==> config.mk <==
export PLATFORM = sky130hd
export DESIGN_NAME = charge_port_load_detect
export DESIGN_NICKNAME = d
export VERILOG_FILES = /design/src/logic/load_detect_pkg.sv /design/src/logic/pin_sync2.sv /design/src/logic/interval_timer.sv /design/src/logic/charge_port_load_detect.sv
export SDC_FILE = /design/constraint.sdc
export NUM_CORES = 1
export LEC_CHECK = 0
export ABC_AREA = 0
export ABC_CLOCK_PERIOD_IN_PS = 2300
export BUFFER_PORTS_ARGS = -buffer_cell sky130_fd_sc_hd__buf_2
export CORE_MARGIN = 2
export CORE_UTILIZATION = 35
export CTS_CLUSTER_DIAMETER = 150
export DETAILED_ROUTE_END_ITERATION = 10
export PLACE_DENSITY = 0.51
export SLEW_MARGIN = 30
export SYNTH_ARGS = -nofsm -noshare
export SYNTH_HDL_FRONTEND = slang
export SYNTH_SLANG_ARGS = --single-unit
==> constraint.sdc <==
create_clock -name sys_clk -period 2.3 [get_ports sys_clk]
set_input_delay 0.115 -clock sys_clk [delete_from_list [all_inputs] [get_ports sys_clk]]
set_output_delay 0.115 -clock sys_clk [all_outputs]
set_load 0.02 [all_outputs]
==> src/logic/load_detect_pkg.sv <==
// Purpose: shared constants and types of the charging-port load detect
// Assumes: 25 MHz sys_clk; analog comparators arrive as plain levels
// Notes:   Contract list below names the pin behaviours the block keeps; the register map is not in it
//
// Contract
// - handover idle below 45mA >15s deasserts, 55mA
// - idle handover load over 55mA asserts flag
// - discharge output 2s, then high limit, flag held
// - handover monitoring only in mode code 0011
// - budgeting modes assert after low+25mA for 200ms
// - budgeting modes deassert after low-25mA for 3s
// - 1110 to 1111 switches without output discharge
// - flag modes keep actual limit at high setting
// - short present at enable enters constant current
// - thermal shutdown waits cooling, restarts, repeats
// - flag driven only in 0011, 0111, 1111
// - charging-downstream primary detection also asserts flag
package load_detect_pkg;

  // ------------------------------------------------------------------
  // timing
  // ------------------------------------------------------------------
  localparam int CLK_PERIOD_NS  = 40;
  localparam int TICK_PERIOD_NS = 1000000;        // 1 ms time base
  localparam int TICK_CYC       = TICK_PERIOD_NS / CLK_PERIOD_NS;
  localparam int ASSERT_MS      = 200;
  localparam int DEASSERT_MS    = 3000;
  localparam int IDLE_MS        = 15000;
  localparam int DISCH_MS       = 2000;
  localparam int TMR_W          = 16;
  // tick phase is unknown at start, so one extra tick guarantees the least
  localparam logic [TMR_W-1:0] ASSERT_TICKS   = TMR_W'(ASSERT_MS + 1);
  localparam logic [TMR_W-1:0] DEASSERT_TICKS = TMR_W'(DEASSERT_MS + 1);
  localparam logic [TMR_W-1:0] IDLE_TICKS     = TMR_W'(IDLE_MS + 1);
  localparam logic [TMR_W-1:0] DISCH_TICKS    = TMR_W'(DISCH_MS + 1);

  // ------------------------------------------------------------------
  // mode codes {mode_control_a, b, c, limit_select}
  // ------------------------------------------------------------------
  localparam logic [3:0] CODE_HANDOVER  = 4'h3;
  localparam logic [3:0] CODE_AUTO_DET  = 4'h7;
  localparam logic [3:0] CODE_ALT_STD   = 4'he;
  localparam logic [3:0] CODE_CDP       = 4'hf;
  localparam logic [2:0] CTL_DISCHARGE  = 3'h0;

  // ------------------------------------------------------------------
  // register map
  // ------------------------------------------------------------------
  localparam int ADDR_W = 4;
  localparam int DATA_W = 32;
  localparam int EVT_W  = 5;
  localparam logic [ADDR_W-1:0] OFS_STATUS = 4'h0;
  localparam logic [ADDR_W-1:0] OFS_CLEAR  = 4'h4;
  localparam logic [ADDR_W-1:0] OFS_ENABLE = 4'h8;
  localparam logic [ADDR_W-1:0] OFS_STATE  = 4'hc;
  localparam int EVT_FLAG_ON  = 0;
  localparam int EVT_FLAG_OFF = 1;
  localparam int EVT_THERMAL  = 2;
  localparam int EVT_SHORT    = 3;
  localparam int EVT_MODE     = 4;
  localparam logic [EVT_W-1:0] EVT_RESET = 5'h00;

  // ------------------------------------------------------------------
  // types
  // ------------------------------------------------------------------
  typedef enum logic [2:0] {
    HO_CHARGE = 3'b001,
    HO_IDLE   = 3'b010,
    HO_DISCH  = 3'b100
  } handover_e;

  typedef enum logic [3:0] {
    SW_OFF = 4'b0001,
    SW_ON  = 4'b0010,
    SW_CC  = 4'b0100,
    SW_HOT = 4'b1000
  } switch_e;

  // mode pins as seen at the package
  typedef struct packed {
    logic mode_control_a;
    logic mode_control_b;
    logic mode_control_c;
    logic limit_select;
  } mode_pins_s;

  // analog comparator levels, all active high
  typedef struct packed {
    logic below_45ma;      // load under handover idle threshold
    logic above_55ma;      // load reached the 55mA handover limit
    logic above_lo_plus;   // load over low limit + 25mA
    logic below_lo_minus;  // load under low limit - 25mA
    logic at_limit;        // current limit loop is regulating
    logic over_temp;       // die above shutdown temperature
    logic cooled;          // die cooled by the hysteresis amount
    logic primary_detect;  // bc1.2 primary detection seen
  } sense_s;

  // register bus request
  typedef struct packed {
    logic [ADDR_W-1:0] addr;
    logic [DATA_W-1:0] wdata;
    logic              wr;
    logic              rd;
  } reg_req_s;

  // detect codes where the flag is driven
  function automatic logic flag_code(input logic [3:0] code);
    flag_code = (code == CODE_HANDOVER) || (code == CODE_AUTO_DET) ||
                (code == CODE_CDP);
  endfunction

endpackage

==> src/logic/pin_sync2.sv <==
// Purpose: two flip-flop synchroniser for a group of pin levels
// Assumes: inputs are slow levels from outside the clock domain
// Notes:   first stage feeds only the second stage
`timescale 1ns/1ps
module pin_sync2 #(
  parameter int W = 1
) (
  input  wire logic         sys_clk,
  input  wire logic         rst_n,
  input  wire logic [W-1:0] d,
  output logic      [W-1:0] q
);

  logic [W-1:0] meta_r;
  logic [W-1:0] meta_nxt;
  logic [W-1:0] q_nxt;

  // ------------------------------------------------------------------
  // next values
  // ------------------------------------------------------------------
  always_comb
  begin
    meta_nxt = d;
    q_nxt    = meta_r;
  end

  // two stages, reset to all low
  always_ff @(posedge sys_clk or negedge rst_n)
  begin
    if (!rst_n)
    begin
      meta_r <= '0;
      q      <= '0;
    end
    else
    begin
      meta_r <= meta_nxt;
      q      <= q_nxt;
    end
  end

endmodule

==> src/logic/interval_timer.sv <==
// Purpose: counts time-base ticks while a condition holds
// Assumes: tick is a one-cycle pulse on sys_clk
// Notes:   count drops to zero the cycle after run falls
`timescale 1ns/1ps
module interval_timer
  import load_detect_pkg::*;
(
  input  wire logic             sys_clk,
  input  wire logic             rst_n,
  input  wire logic             tick,
  input  wire logic             run,
  input  wire logic [TMR_W-1:0] limit,
  output logic                  done
);

  logic [TMR_W-1:0] cnt_r;
  logic [TMR_W-1:0] cnt_nxt;
  logic             done_nxt;

  // ------------------------------------------------------------------
  // count while run, saturate at limit
  // ------------------------------------------------------------------
  always_comb
  begin
    cnt_nxt = cnt_r;
    if (!run)
      cnt_nxt = '0;
    else if (tick && (cnt_r < limit))
      cnt_nxt = cnt_r + TMR_W'(1);
    done_nxt = run && (cnt_nxt >= limit);
  end

  always_ff @(posedge sys_clk or negedge rst_n)
  begin
    if (!rst_n)
    begin
      cnt_r <= '0;
      done  <= 1'b0;
    end
    else
    begin
      cnt_r <= cnt_nxt;
      done  <= done_nxt;
    end
  end

endmodule

==> src/logic/charge_port_load_detect.sv <==
// Purpose: load flag, supply handover and switch control of a charge port
// Assumes: mode pins and comparators are asynchronous levels
// Notes:   time base is a 1 ms tick; TICK_CYCLES is a parameter for sims
`timescale 1ns/1ps
module charge_port_load_detect
  import load_detect_pkg::*;
#(
  parameter int TICK_CYCLES = TICK_CYC
) (
  input  wire logic              sys_clk,
  input  wire logic              rst_n,
  input  wire mode_pins_s        mode_pins,
  input  wire sense_s            sense,
  input  wire reg_req_s          reg_req,
  output logic      [DATA_W-1:0] reg_rdata,
  output logic                   load_flag_n,
  output logic                   switch_on,
  output logic                   const_current,
  output logic                   output_discharge,
  output logic                   limit_55ma,
  output logic                   limit_high,
  output logic                   irq
);

  // ------------------------------------------------------------------
  // synchronised inputs
  // ------------------------------------------------------------------
  mode_pins_s mode_s;
  sense_s     sns;

  pin_sync2 #(.W($bits(mode_pins_s))) u_mode_sync (
    .sys_clk (sys_clk),
    .rst_n   (rst_n),
    .d       (mode_pins),
    .q       (mode_s)
  );

  pin_sync2 #(.W($bits(sense_s))) u_sense_sync (
    .sys_clk (sys_clk),
    .rst_n   (rst_n),
    .d       (sense),
    .q       (sns)
  );

  // ------------------------------------------------------------------
  // mode decode
  // ------------------------------------------------------------------
  logic [3:0] code;
  logic [3:0] code_r;
  logic       mode_chg;
  logic       ho_mode;
  logic       ppm_mode;
  logic       cdp_mode;
  logic       disch_code;
  logic       keep_out;

  assign code       = mode_s;
  assign mode_chg   = (code != code_r);
  assign ho_mode    = (code == CODE_HANDOVER);
  assign ppm_mode   = (code == CODE_AUTO_DET) || (code == CODE_CDP);
  assign cdp_mode   = (code == CODE_CDP);
  assign disch_code = (code[3:1] == CTL_DISCHARGE);
  // limit select toggling between 1110 and 1111 keeps the port up
  assign keep_out   = (code_r[3:1] == CODE_ALT_STD[3:1]) &&
                      (code[3:1] == CODE_ALT_STD[3:1]);

  // ------------------------------------------------------------------
  // time base
  // ------------------------------------------------------------------
  logic [TMR_W-1:0] pre_r;
  logic [TMR_W-1:0] pre_nxt;
  logic             tick_r;
  logic             tick_nxt;

  // prescaler wraps every TICK_CYCLES clocks and emits one tick
  always_comb
  begin
    tick_nxt = (pre_r == TMR_W'(TICK_CYCLES - 1));
    pre_nxt  = tick_nxt ? '0 : pre_r + TMR_W'(1);
  end

  always_ff @(posedge sys_clk or negedge rst_n)
  begin
    if (!rst_n)
    begin
      pre_r  <= '0;
      tick_r <= 1'b0;
    end
    else
    begin
      pre_r  <= pre_nxt;
      tick_r <= tick_nxt;
    end
  end

  // ------------------------------------------------------------------
  // interval timers
  // ------------------------------------------------------------------
  handover_e ho_r;
  handover_e ho_nxt;
  logic      ppm_flag_r;
  logic      ppm_flag_nxt;
  logic      run_asrt;
  logic      run_deas;
  logic      run_idle;
  logic      run_disch;
  logic      asrt_done;
  logic      deas_done;
  logic      idle_done;
  logic      disch_done;

  // a mode change zeroes every timer for one cycle
  assign run_asrt  = !mode_chg && ppm_mode && !ppm_flag_r &&
                     sns.above_lo_plus;
  assign run_deas  = !mode_chg && ppm_mode && ppm_flag_r &&
                     sns.below_lo_minus;
  assign run_idle  = !mode_chg && ho_mode && (ho_r == HO_CHARGE) &&
                     sns.below_45ma;
  assign run_disch = !mode_chg && ho_mode && (ho_r == HO_DISCH);

  interval_timer u_t_asrt (
    .sys_clk (sys_clk), .rst_n (rst_n), .tick (tick_r),
    .run (run_asrt), .limit (ASSERT_TICKS), .done (asrt_done)
  );
  interval_timer u_t_deas (
    .sys_clk (sys_clk), .rst_n (rst_n), .tick (tick_r),
    .run (run_deas), .limit (DEASSERT_TICKS), .done (deas_done)
  );
  interval_timer u_t_idle (
    .sys_clk (sys_clk), .rst_n (rst_n), .tick (tick_r),
    .run (run_idle), .limit (IDLE_TICKS), .done (idle_done)
  );
  interval_timer u_t_disch (
    .sys_clk (sys_clk), .rst_n (rst_n), .tick (tick_r),
    .run (run_disch), .limit (DISCH_TICKS), .done (disch_done)
  );

  // ------------------------------------------------------------------
  // supply handover and budgeting flag
  // ------------------------------------------------------------------
  always_comb
  begin
    ho_nxt = ho_r;
    if (!ho_mode)
      ho_nxt = HO_CHARGE;
    else
    begin
      case (ho_r)
        HO_CHARGE: if (idle_done)       ho_nxt = HO_IDLE;
        HO_IDLE:   if (sns.above_55ma)  ho_nxt = HO_DISCH;
        HO_DISCH:  if (disch_done)      ho_nxt = HO_CHARGE;
        default:                        ho_nxt = HO_CHARGE;
      endcase
    end
    // set beats the deassert clear; a mode change other than within 1110/1111 or a non-budgeting code clears over both
    ppm_flag_nxt = ppm_flag_r;
    if (deas_done)
      ppm_flag_nxt = 1'b0;
    if (asrt_done || (cdp_mode && sns.primary_detect))
      ppm_flag_nxt = 1'b1;
    if (!ppm_mode || (mode_chg && !keep_out))
      ppm_flag_nxt = 1'b0;
  end

  always_ff @(posedge sys_clk or negedge rst_n)
  begin
    if (!rst_n)
    begin
      ho_r       <= HO_CHARGE;
      ppm_flag_r <= 1'b0;
      code_r     <= '0;
    end
    else
    begin
      ho_r       <= ho_nxt;
      ppm_flag_r <= ppm_flag_nxt;
      code_r     <= code;
    end
  end

  // ------------------------------------------------------------------
  // power switch control
  // ------------------------------------------------------------------
  switch_e sw_r;
  switch_e sw_nxt;
  logic    en_req;

  // handover discharge also counts as a disabled port
  assign en_req = !disch_code && !(ho_mode && (ho_nxt == HO_DISCH));

  always_comb
  begin
    sw_nxt = sw_r;
    case (sw_r)
      SW_OFF:
        if (sns.over_temp)       sw_nxt = SW_HOT;
        else if (en_req)
          sw_nxt = sns.at_limit ? SW_CC : SW_ON;
      SW_ON:
        if (sns.over_temp)       sw_nxt = SW_HOT;
        else if (!en_req)        sw_nxt = SW_OFF;
        else if (sns.at_limit)   sw_nxt = SW_CC;
      SW_CC:
        if (sns.over_temp)       sw_nxt = SW_HOT;
        else if (!en_req)        sw_nxt = SW_OFF;
        else if (!sns.at_limit)  sw_nxt = SW_ON;
      SW_HOT:
        // restart only after hysteresis; a live overload cycles again
        if (sns.cooled && !sns.over_temp)
          sw_nxt = en_req ? SW_ON : SW_OFF;
      default:                   sw_nxt = SW_OFF;
    endcase
  end

  always_ff @(posedge sys_clk or negedge rst_n)
  begin
    if (!rst_n)
      sw_r <= SW_OFF;
    else
      sw_r <= sw_nxt;
  end

  // ------------------------------------------------------------------
  // pin outputs
  // ------------------------------------------------------------------
  logic flag_n_nxt;
  logic lim55_nxt;
  logic limhi_nxt;
  logic disch_nxt;

  always_comb
  begin
    if (ho_mode)
      flag_n_nxt = (ho_nxt == HO_IDLE);
    else if (ppm_mode)
      flag_n_nxt = !ppm_flag_nxt;
    else
      flag_n_nxt = 1'b1;
    lim55_nxt = ho_mode && (ho_nxt == HO_IDLE);
    // flag thresholds use the low setting, the port stays on the high one
    limhi_nxt = code[0] || (code[3:2] == 2'b00 && code[1]) ||
                flag_code(code);
    disch_nxt = disch_code || (ho_mode && ho_nxt == HO_DISCH);
  end

  always_ff @(posedge sys_clk or negedge rst_n)
  begin
    if (!rst_n)
    begin
      load_flag_n      <= 1'b1;
      switch_on        <= 1'b0;
      const_current    <= 1'b0;
      output_discharge <= 1'b1;
      limit_55ma       <= 1'b0;
      limit_high       <= 1'b0;
    end
    else
    begin
      load_flag_n      <= flag_n_nxt;
      switch_on        <= (sw_nxt == SW_ON) || (sw_nxt == SW_CC);
      const_current    <= (sw_nxt == SW_CC);
      output_discharge <= disch_nxt;
      limit_55ma       <= lim55_nxt;
      limit_high       <= limhi_nxt;
    end
  end

  // ------------------------------------------------------------------
  // status, enable, clear and read-back
  // ------------------------------------------------------------------
  logic [EVT_W-1:0]  evt;
  logic [EVT_W-1:0]  stat_r;
  logic [EVT_W-1:0]  stat_nxt;
  logic [EVT_W-1:0]  ena_r;
  logic [EVT_W-1:0]  ena_nxt;
  logic [DATA_W-1:0] rdata_nxt;

  always_comb
  begin
    evt = '0;
    evt[EVT_FLAG_ON]  = load_flag_n && !flag_n_nxt;
    evt[EVT_FLAG_OFF] = !load_flag_n && flag_n_nxt;
    evt[EVT_THERMAL]  = (sw_r != SW_HOT) && (sw_nxt == SW_HOT);
    evt[EVT_SHORT]    = (sw_r == SW_OFF) && (sw_nxt == SW_CC);
    evt[EVT_MODE]     = mode_chg;
    stat_nxt = stat_r;
    ena_nxt  = ena_r;
    if (reg_req.wr && reg_req.addr == OFS_CLEAR)
      stat_nxt = stat_nxt & ~reg_req.wdata[EVT_W-1:0];
    if (reg_req.wr && reg_req.addr == OFS_ENABLE)
      ena_nxt = reg_req.wdata[EVT_W-1:0];
    stat_nxt = stat_nxt | evt;   // a new event wins over its clear
    rdata_nxt = '0;
    if (reg_req.rd)
    begin
      case (reg_req.addr)
        OFS_STATUS: rdata_nxt = DATA_W'(stat_r);
        OFS_ENABLE: rdata_nxt = DATA_W'(ena_r);
        OFS_STATE:  rdata_nxt = DATA_W'({sw_r, ho_r, code_r, ppm_flag_r,
                                         load_flag_n});
        default:    rdata_nxt = '0;
      endcase
    end
  end

  always_ff @(posedge sys_clk or negedge rst_n)
  begin
    if (!rst_n)
    begin
      stat_r    <= EVT_RESET;
      ena_r     <= EVT_RESET;
      reg_rdata <= '0;
      irq       <= 1'b0;
    end
    else
    begin
      stat_r    <= stat_nxt;
      ena_r     <= ena_nxt;
      reg_rdata <= rdata_nxt;
      irq       <= |(stat_nxt & ena_nxt);
    end
  end

endmodule

== Word-level counts from Yosys, hierarchy flattened ==
Cells that the tools add are included.

* Bits in registers: 170
* Bits in latches: 0
* Bits in writable memories: 0
* ROM bits: 0
* Output and inout port bits: 39
* Logic and storage cells: 157
* Memories kept: 0

* Add/sub/neg operators: 5
* Multipliers: 0
* Div/mod/pow operators: 0
* $lt $le $gt $ge: 8
* Equal/unequal tests: 23
* Shifts and indexed selects: 0
* Mux-type cells: 35
* Bitwise operators: 4
* Reduce and logical (&&, ||, !) cells: 54

{| class="wikitable"
|+ Operators by type and width
! cell !! count
|-
| 16-bit 2-to-1 mux || 9
|-
| 16-bit by 1-bit adder with 16-bit output, second input constant || 5
|-
| 13-bit case mux with 3 select lines || 1
|-
| 4-bit 2-to-1 mux || 9
|-
| 1-bit logical AND || 31
|-
| 4-bit equality test, second input constant || 5
|-
| 16-bit by 15-bit equality test with 1-bit output, second input constant || 1
|-
| 4-bit by 3-bit equality test with 1-bit output, second input constant || 4
|-
| 16-bit by 11-bit greater-or-equal comparator with 1-bit output, second input constant || 1
|-
| 16-bit by 12-bit greater-or-equal comparator with 1-bit output, second input constant || 1
|-
| 16-bit by 14-bit greater-or-equal comparator with 1-bit output, second input constant || 1
|-
| 16-bit by 8-bit greater-or-equal comparator with 1-bit output, second input constant || 1
|-
| 16-bit by 11-bit < comparator with 1-bit output, second input constant || 1
|-
| 16-bit by 12-bit < comparator with 1-bit output, second input constant || 1
|-
| 16-bit by 14-bit < comparator with 1-bit output, second input constant || 1
|-
| 16-bit by 8-bit < comparator with 1-bit output, second input constant || 1
|-
| 4-bit case mux with 4 select lines || 1
|-
| 3-bit 2-to-1 mux || 5
|-
| 13-bit 2-to-1 mux || 1
|-
| 3-bit equality test, second input constant || 4
|-
| 4-bit by 2-bit equality test with 1-bit output, second input constant || 3
|-
| 5-bit AND || 2
|-
| 1-bit zero test || 10
|-
| 5-bit 2-to-1 mux || 2
|-
| other kinds (15) || 28
|}

== Longest topological paths before layout ==
* Depth in word-level cells: 15
* Mapped depth: 10
* Mapped depth without buffers: 9

== Hierarchy ==
A second synthesis with hierarchy kept.

* Cell total of the unflattened synthesis: 1010
* Area, all modules: 10113.4 um^2

{| class="wikitable"
|+ Modules (own cells, without submodules)
! module !! instances !! cells each !! area each (um^2) !! sequential area each (um^2)
|-
| charge_port_load_detect || 1 || 267 || 2876.5 || 1481.4
|-
| interval_timer (u_t_idle) || 1 || 180 || 1712.9 || 425.4
|-
| interval_timer (u_t_disch) || 1 || 175 || 1652.8 || 425.4
|-
| interval_timer (u_t_deas) || 1 || 179 || 1647.8 || 425.4
|-
| interval_timer (u_t_asrt) || 1 || 185 || 1622.8 || 425.4
|-
| pin_sync2 (u_sense_sync) || 1 || 16 || 400.4 || 400.4
|-
| pin_sync2 (u_mode_sync) || 1 || 8 || 200.2 || 200.2
|}

== Least setup slack after synthesis ==
No wires, ideal clock.

* Path kind: register to register
* Start point: register u_t_asrt.cnt_r[0]
* End point: register u_t_asrt.done
* Library setup time: 124 ps
* Arrival time: 2159 ps
* Required time: 2176 ps
* Path slack: 17 ps
* Stages on the path, launching flop included: 10
* Buffers on the path: 0
* Period minus slack after synthesis: 2283 ps
* Cells stage by stage: dfrtp_1 inv_1 ha_1 nand2b_1 a211oi_1 o211ai_4 o41a_1 a211oi_2 a31oi_1 o31a_1

* Longest elaborated chain between the ends: 6

{| class="wikitable"
|+ RTL lines
! item !! line !! text
|-
| from (decl) || interval_timer.sv:16 || <nowiki>logic [TMR_W-1:0] cnt_r;</nowiki>
|-
| from (signal assigned) || interval_timer.sv:42 || <nowiki>cnt_r <= cnt_nxt;</nowiki>
|-
| 16-bit by 8-bit < comparator with 1-bit output || interval_timer.sv:28 || <nowiki>else if (tick && (cnt_r < limit))</nowiki>
|-
| 1-bit logical AND || interval_timer.sv:28 ||
|-
| 16-bit 2-to-1 mux (*) || interval_timer.sv:28 ||
|-
| 16-bit 2-to-1 mux (*) || interval_timer.sv:26 || <nowiki>if (!run)</nowiki>
|-
| 16-bit by 8-bit greater-or-equal comparator with 1-bit output (*) || interval_timer.sv:30 || <nowiki>done_nxt = run && (cnt_nxt >= limit);</nowiki>
|-
| 1-bit logical AND (*) || interval_timer.sv:30 ||
|-
| named net u_t_asrt.done_nxt || interval_timer.sv:18 || <nowiki>logic done_nxt;</nowiki>
|-
| to (signal assigned) || interval_timer.sv:43 || <nowiki>done <= done_nxt;</nowiki>
|-
| to (decl) || interval_timer.sv:13 || <nowiki>output logic done</nowiki>
|}

The timed path passes the listed nets; every way through them passes the cells marked *.

== Worst setup path in the final report ==
* Start point: register u_t_idle.cnt_r[0]
* End point: register u_t_idle.done

* Longest elaborated chain between the ends: 6

{| class="wikitable"
|+ RTL lines
! item !! line !! text
|-
| from (decl) || interval_timer.sv:16 ||
|-
| from (signal assigned) || interval_timer.sv:42 ||
|-
| 16-bit by 14-bit < comparator with 1-bit output || interval_timer.sv:28 ||
|-
| 1-bit logical AND || interval_timer.sv:28 ||
|-
| 16-bit 2-to-1 mux (*) || interval_timer.sv:28 ||
|-
| 16-bit 2-to-1 mux (*) || interval_timer.sv:26 ||
|-
| named net u_t_idle.cnt_nxt[7] || interval_timer.sv:17 || <nowiki>logic [TMR_W-1:0] cnt_nxt;</nowiki>
|-
| 16-bit by 14-bit greater-or-equal comparator with 1-bit output (*) || interval_timer.sv:30 ||
|-
| 1-bit logical AND (*) || interval_timer.sv:30 ||
|-
| named net u_t_idle.done_nxt || interval_timer.sv:18 ||
|-
| to (signal assigned) || interval_timer.sv:43 ||
|-
| to (decl) || interval_timer.sv:13 ||
|}

Marks and branches as above.

==> flow_summary.json <==
{
  "design_area_um2": 8680,
  "synth.area.top_cells": "dfrtp_1 (53%), nor2_1 (4.4%), xnor2_1 (3.9%)",
  "cts_buffers": 17,
  "clk_pin_slew_ps": 60,
  "core_um2": 19500,
  "wire_per_inst_um": 13.8,
  "yosysUniqueCellTypes": 83,
  "gr-total-overflow": 0,
  "finalWirelength_um": 14500,
  "drt_iter0_drc": 220,
  "status": "completed",
  "power.total_mw": 6.09,
  "finalSetupViolations": 0,
  "critPathMaxFanout": 8,
  "worst-endpoint-arrival_ps": 2560,
  "start_util_pct": 35.8,
  "yosysWarnings": 0,
  "hold_viol_final": 0,
  "register_area_um2": 3790,
  "fin_ws_ps": 65.3,
  "tightest_slew_ps": 520,
  "grt_pass1_vias": 5120,
  "fillers": 1851,
  "synth-edff-count": 0,
  "cts.htree.levels": 4,
  "cts_tree": "done",
  "cp.required_ps": 2620,
  "rows": 51,
  "clk_latency_ps": 420,
  "die_w_um": 145,
  "min_period_ps": 2230,
  "avgViaCountPerCell": 4.84,
  "synth_top_area_cell": "dfrtp_1",
  "critPathCaptureType": "flop",
  "vdd_drop_max_uv": 489,
  "area_growth_pct": 24.6,
  "grt_pass1_wl_um": 24600,
  "root_buffer": "clkbuf_16",
  "fin_crit_sh_pct": 97.2,
  "ant_nets": 0,
  "antenna_cells": 0,
  "power-per-cell-area_nw_per_um2": 701,
  "dpl-instance-area_um2": 7710,
  "ys_seq_area_share_pct": 54.3,
  "dr.pass1.iters": 4,
  "critPathLaunchType": "flop",
  "antenna_found_initial": 0,
  "fmax_mhz": 447,
  "hpwlAfterDp_um": 10400,
  "cts_buffer_depth": 2,
  "place.port_buffers": 44,
  "drv_cap": 0,
  "multi_input_area_um2": 3050,
  "worstHoldPathCells": 3,
  "grt_max_degree": 50,
  "clock_skew_ps": 10.4,
  "dpl_worst_slack_ps": -33.5,
  "drive_above_1_share_pct": 23.5,
  "async_flop_share_pct": 100,
  "hold_class": "primary input to flop",
  "grt_use_total_pct": 14.4,
  "leakagePower_nw": 3.77,
  "synth_top_area_share_pct": 52.8,
  "syn_area_per_cell_um2": 10.6,
  "drcViolationCount": 0,
  "slew_headroom_pct": 65.2,
  "synth_area_um2": 6960,
  "r2r_cells": 9,
  "gp_congestion": 0.861,
  "ys.flop_type": "dfrtp_1",
  "die_area_um2": 21000,
  "floorplan.die.height_um": 145,
  "rsz0062_at_grt": "true",
  "cts.sinks": 151,
  "synth_cells": 657,
  "finalMaxSlewViolations": 0,
  "final_nets": 835,
  "ys_ff_latch": 151,
  "via_count": 5088,
  "io_pins": 91,
  "path_class": "flop to flop"
}
per-stage QoR:
step,cells,TNS (ps),util [%],hold slack [ps]
2_1_floorplan,675,0,-,-181
3_3_place_gp,993,0,39.6,101
3_5_place_dp,993,-52.0,39.6,108
4_1_cts,1045,0,43.8,41.7
5_1_grt,1052,-79.7,44.6,60.9
6_report,1052,0,44.6,50.3
routing by layer:
layer  global-route usage (%)  wire length (µm)  vias to the layer above
li1                         -                 -                     2497
met1                     18.5              6710                     2494
met2                     23.6              7140                       75
met3                     3.08               382                       22
met4                     5.84               267                        0
met5                        0                 0                        -
path summary, 6_finish.rpt:
check / from / to / slack [ps]
min reg2reg: u_sense_sync.meta_r[4] / u_sense_sync.q[4] / 350
max: u_t_idle.cnt_r[0] / u_t_idle.done / 70
max in group asynchronous: rst_n / u_mode_sync.q[3] / 1400
min: reg_req[0] / reg_rdata[4] / 50
max reg2reg: u_t_idle.cnt_r[0] / u_t_idle.done / 70
min in group asynchronous: rst_n / u_t_idle.cnt_r[10] / 220
cell type report:
class	count	share of cell area [%]
Tap cell	265	3.82
Inverter	22	0.952
Timing Repair Buffer	116	9.54
Multi-Input combinational cell	466	35.2
Sequential cell	151	43.6
Clock inverter	12	1.64
Clock buffer	20	5.26
cell usage after synthesis (all sizes together) (6+ instances only):
library cell,number
nor3,12
dfrtp,147
mux2i,6
nand4,11
ha,9
and2,26
nand2,45
xnor2,31
nor4,7
a211oi,8
a21oi,27
or3,8
o21ai,16
xor2,21
nor2,86
and3,12
inv,22
nand2b,7
clkbuf,7
nand3,27
buf,29
where the power goes:
part	switching [mW]	internal (mW)
clock	1.11	1.67
combinational	0.269	0.181
sequential	0.0718	2.78
timing repair:
| action | in CTS | in global routing |
|---|---|---|
| hold buffers | 18 | 0 |
| endpoints found under the setup margin | 3 | 4 |
| setup buffers | 2 | 7 |
| resized for setup | 3 | 25 |
| pin swaps | 1 | 14 |
| endpoints found under the hold margin | 64 | 0 |
critical path, cell delays in order, from the launching register on:
cell and delay, ps:
dfrtp_1 400, inv_1 90, ha_1 150, nor2b_4 150
o21ai_4 100, a2111o_1 400, or3_1 330, a21oi_2 160
o311ai_1 110, a221oi_2 250
cell usage in the layout, fill, tap and decap left out, drive strengths merged, types with 5 or more instances in the layout:
master | Yosys | layout
clkbuf | 7 | 20
nor3 | 12 | 12
and3 | 12 | 12
nand3 | 27 | 27
xnor2 | 31 | 31
nand2 | 45 | 45
nor4 | 7 | 7
nand3b | 5 | 5
mux2i | 6 | 6
dfrtp | 147 | 147
o211ai | 5 | 5
buf | 29 | 98
and2 | 26 | 26
a21oi | 27 | 27
nand4 | 11 | 11
mux2 | 5 | 5
or3 | 8 | 8
conb | 1 | 19
a31oi | 5 | 5
or4 | 5 | 5
nor2 | 86 | 86
nand2b | 7 | 7
o21ai | 16 | 16
a211oi | 8 | 8
dlygate4sd3 | 0 | 18
ha | 9 | 9
xor2 | 21 | 21
inv | 22 | 26
registers in the layout, summed over array words and instances, names as in the netlist, 3 cells and up:
register and flops:
sw_r 4, u_t_asrt.cnt_r 16, pre_r 16, ena_r 5, code_r 4, u_t_disch.cnt_r 16
ho_r 3, u_mode_sync.meta_r 4, reg_rdata 13, stat_r 5, u_sense_sync.meta_r 8, u_sense_sync.q 8
u_t_idle.cnt_r 16, u_mode_sync.q 4, u_t_deas.cnt_r 16
kinds of logic after synthesis:
family	synth area share [%]
flops	54.3
buf+inv	4.46
mux	1.67
other cells	0.0539
simple gates	20.5
fa+ha+maj	1.62
compound gates	10.8
xor+xnor	6.54
(Power assumes the default switching activity.)
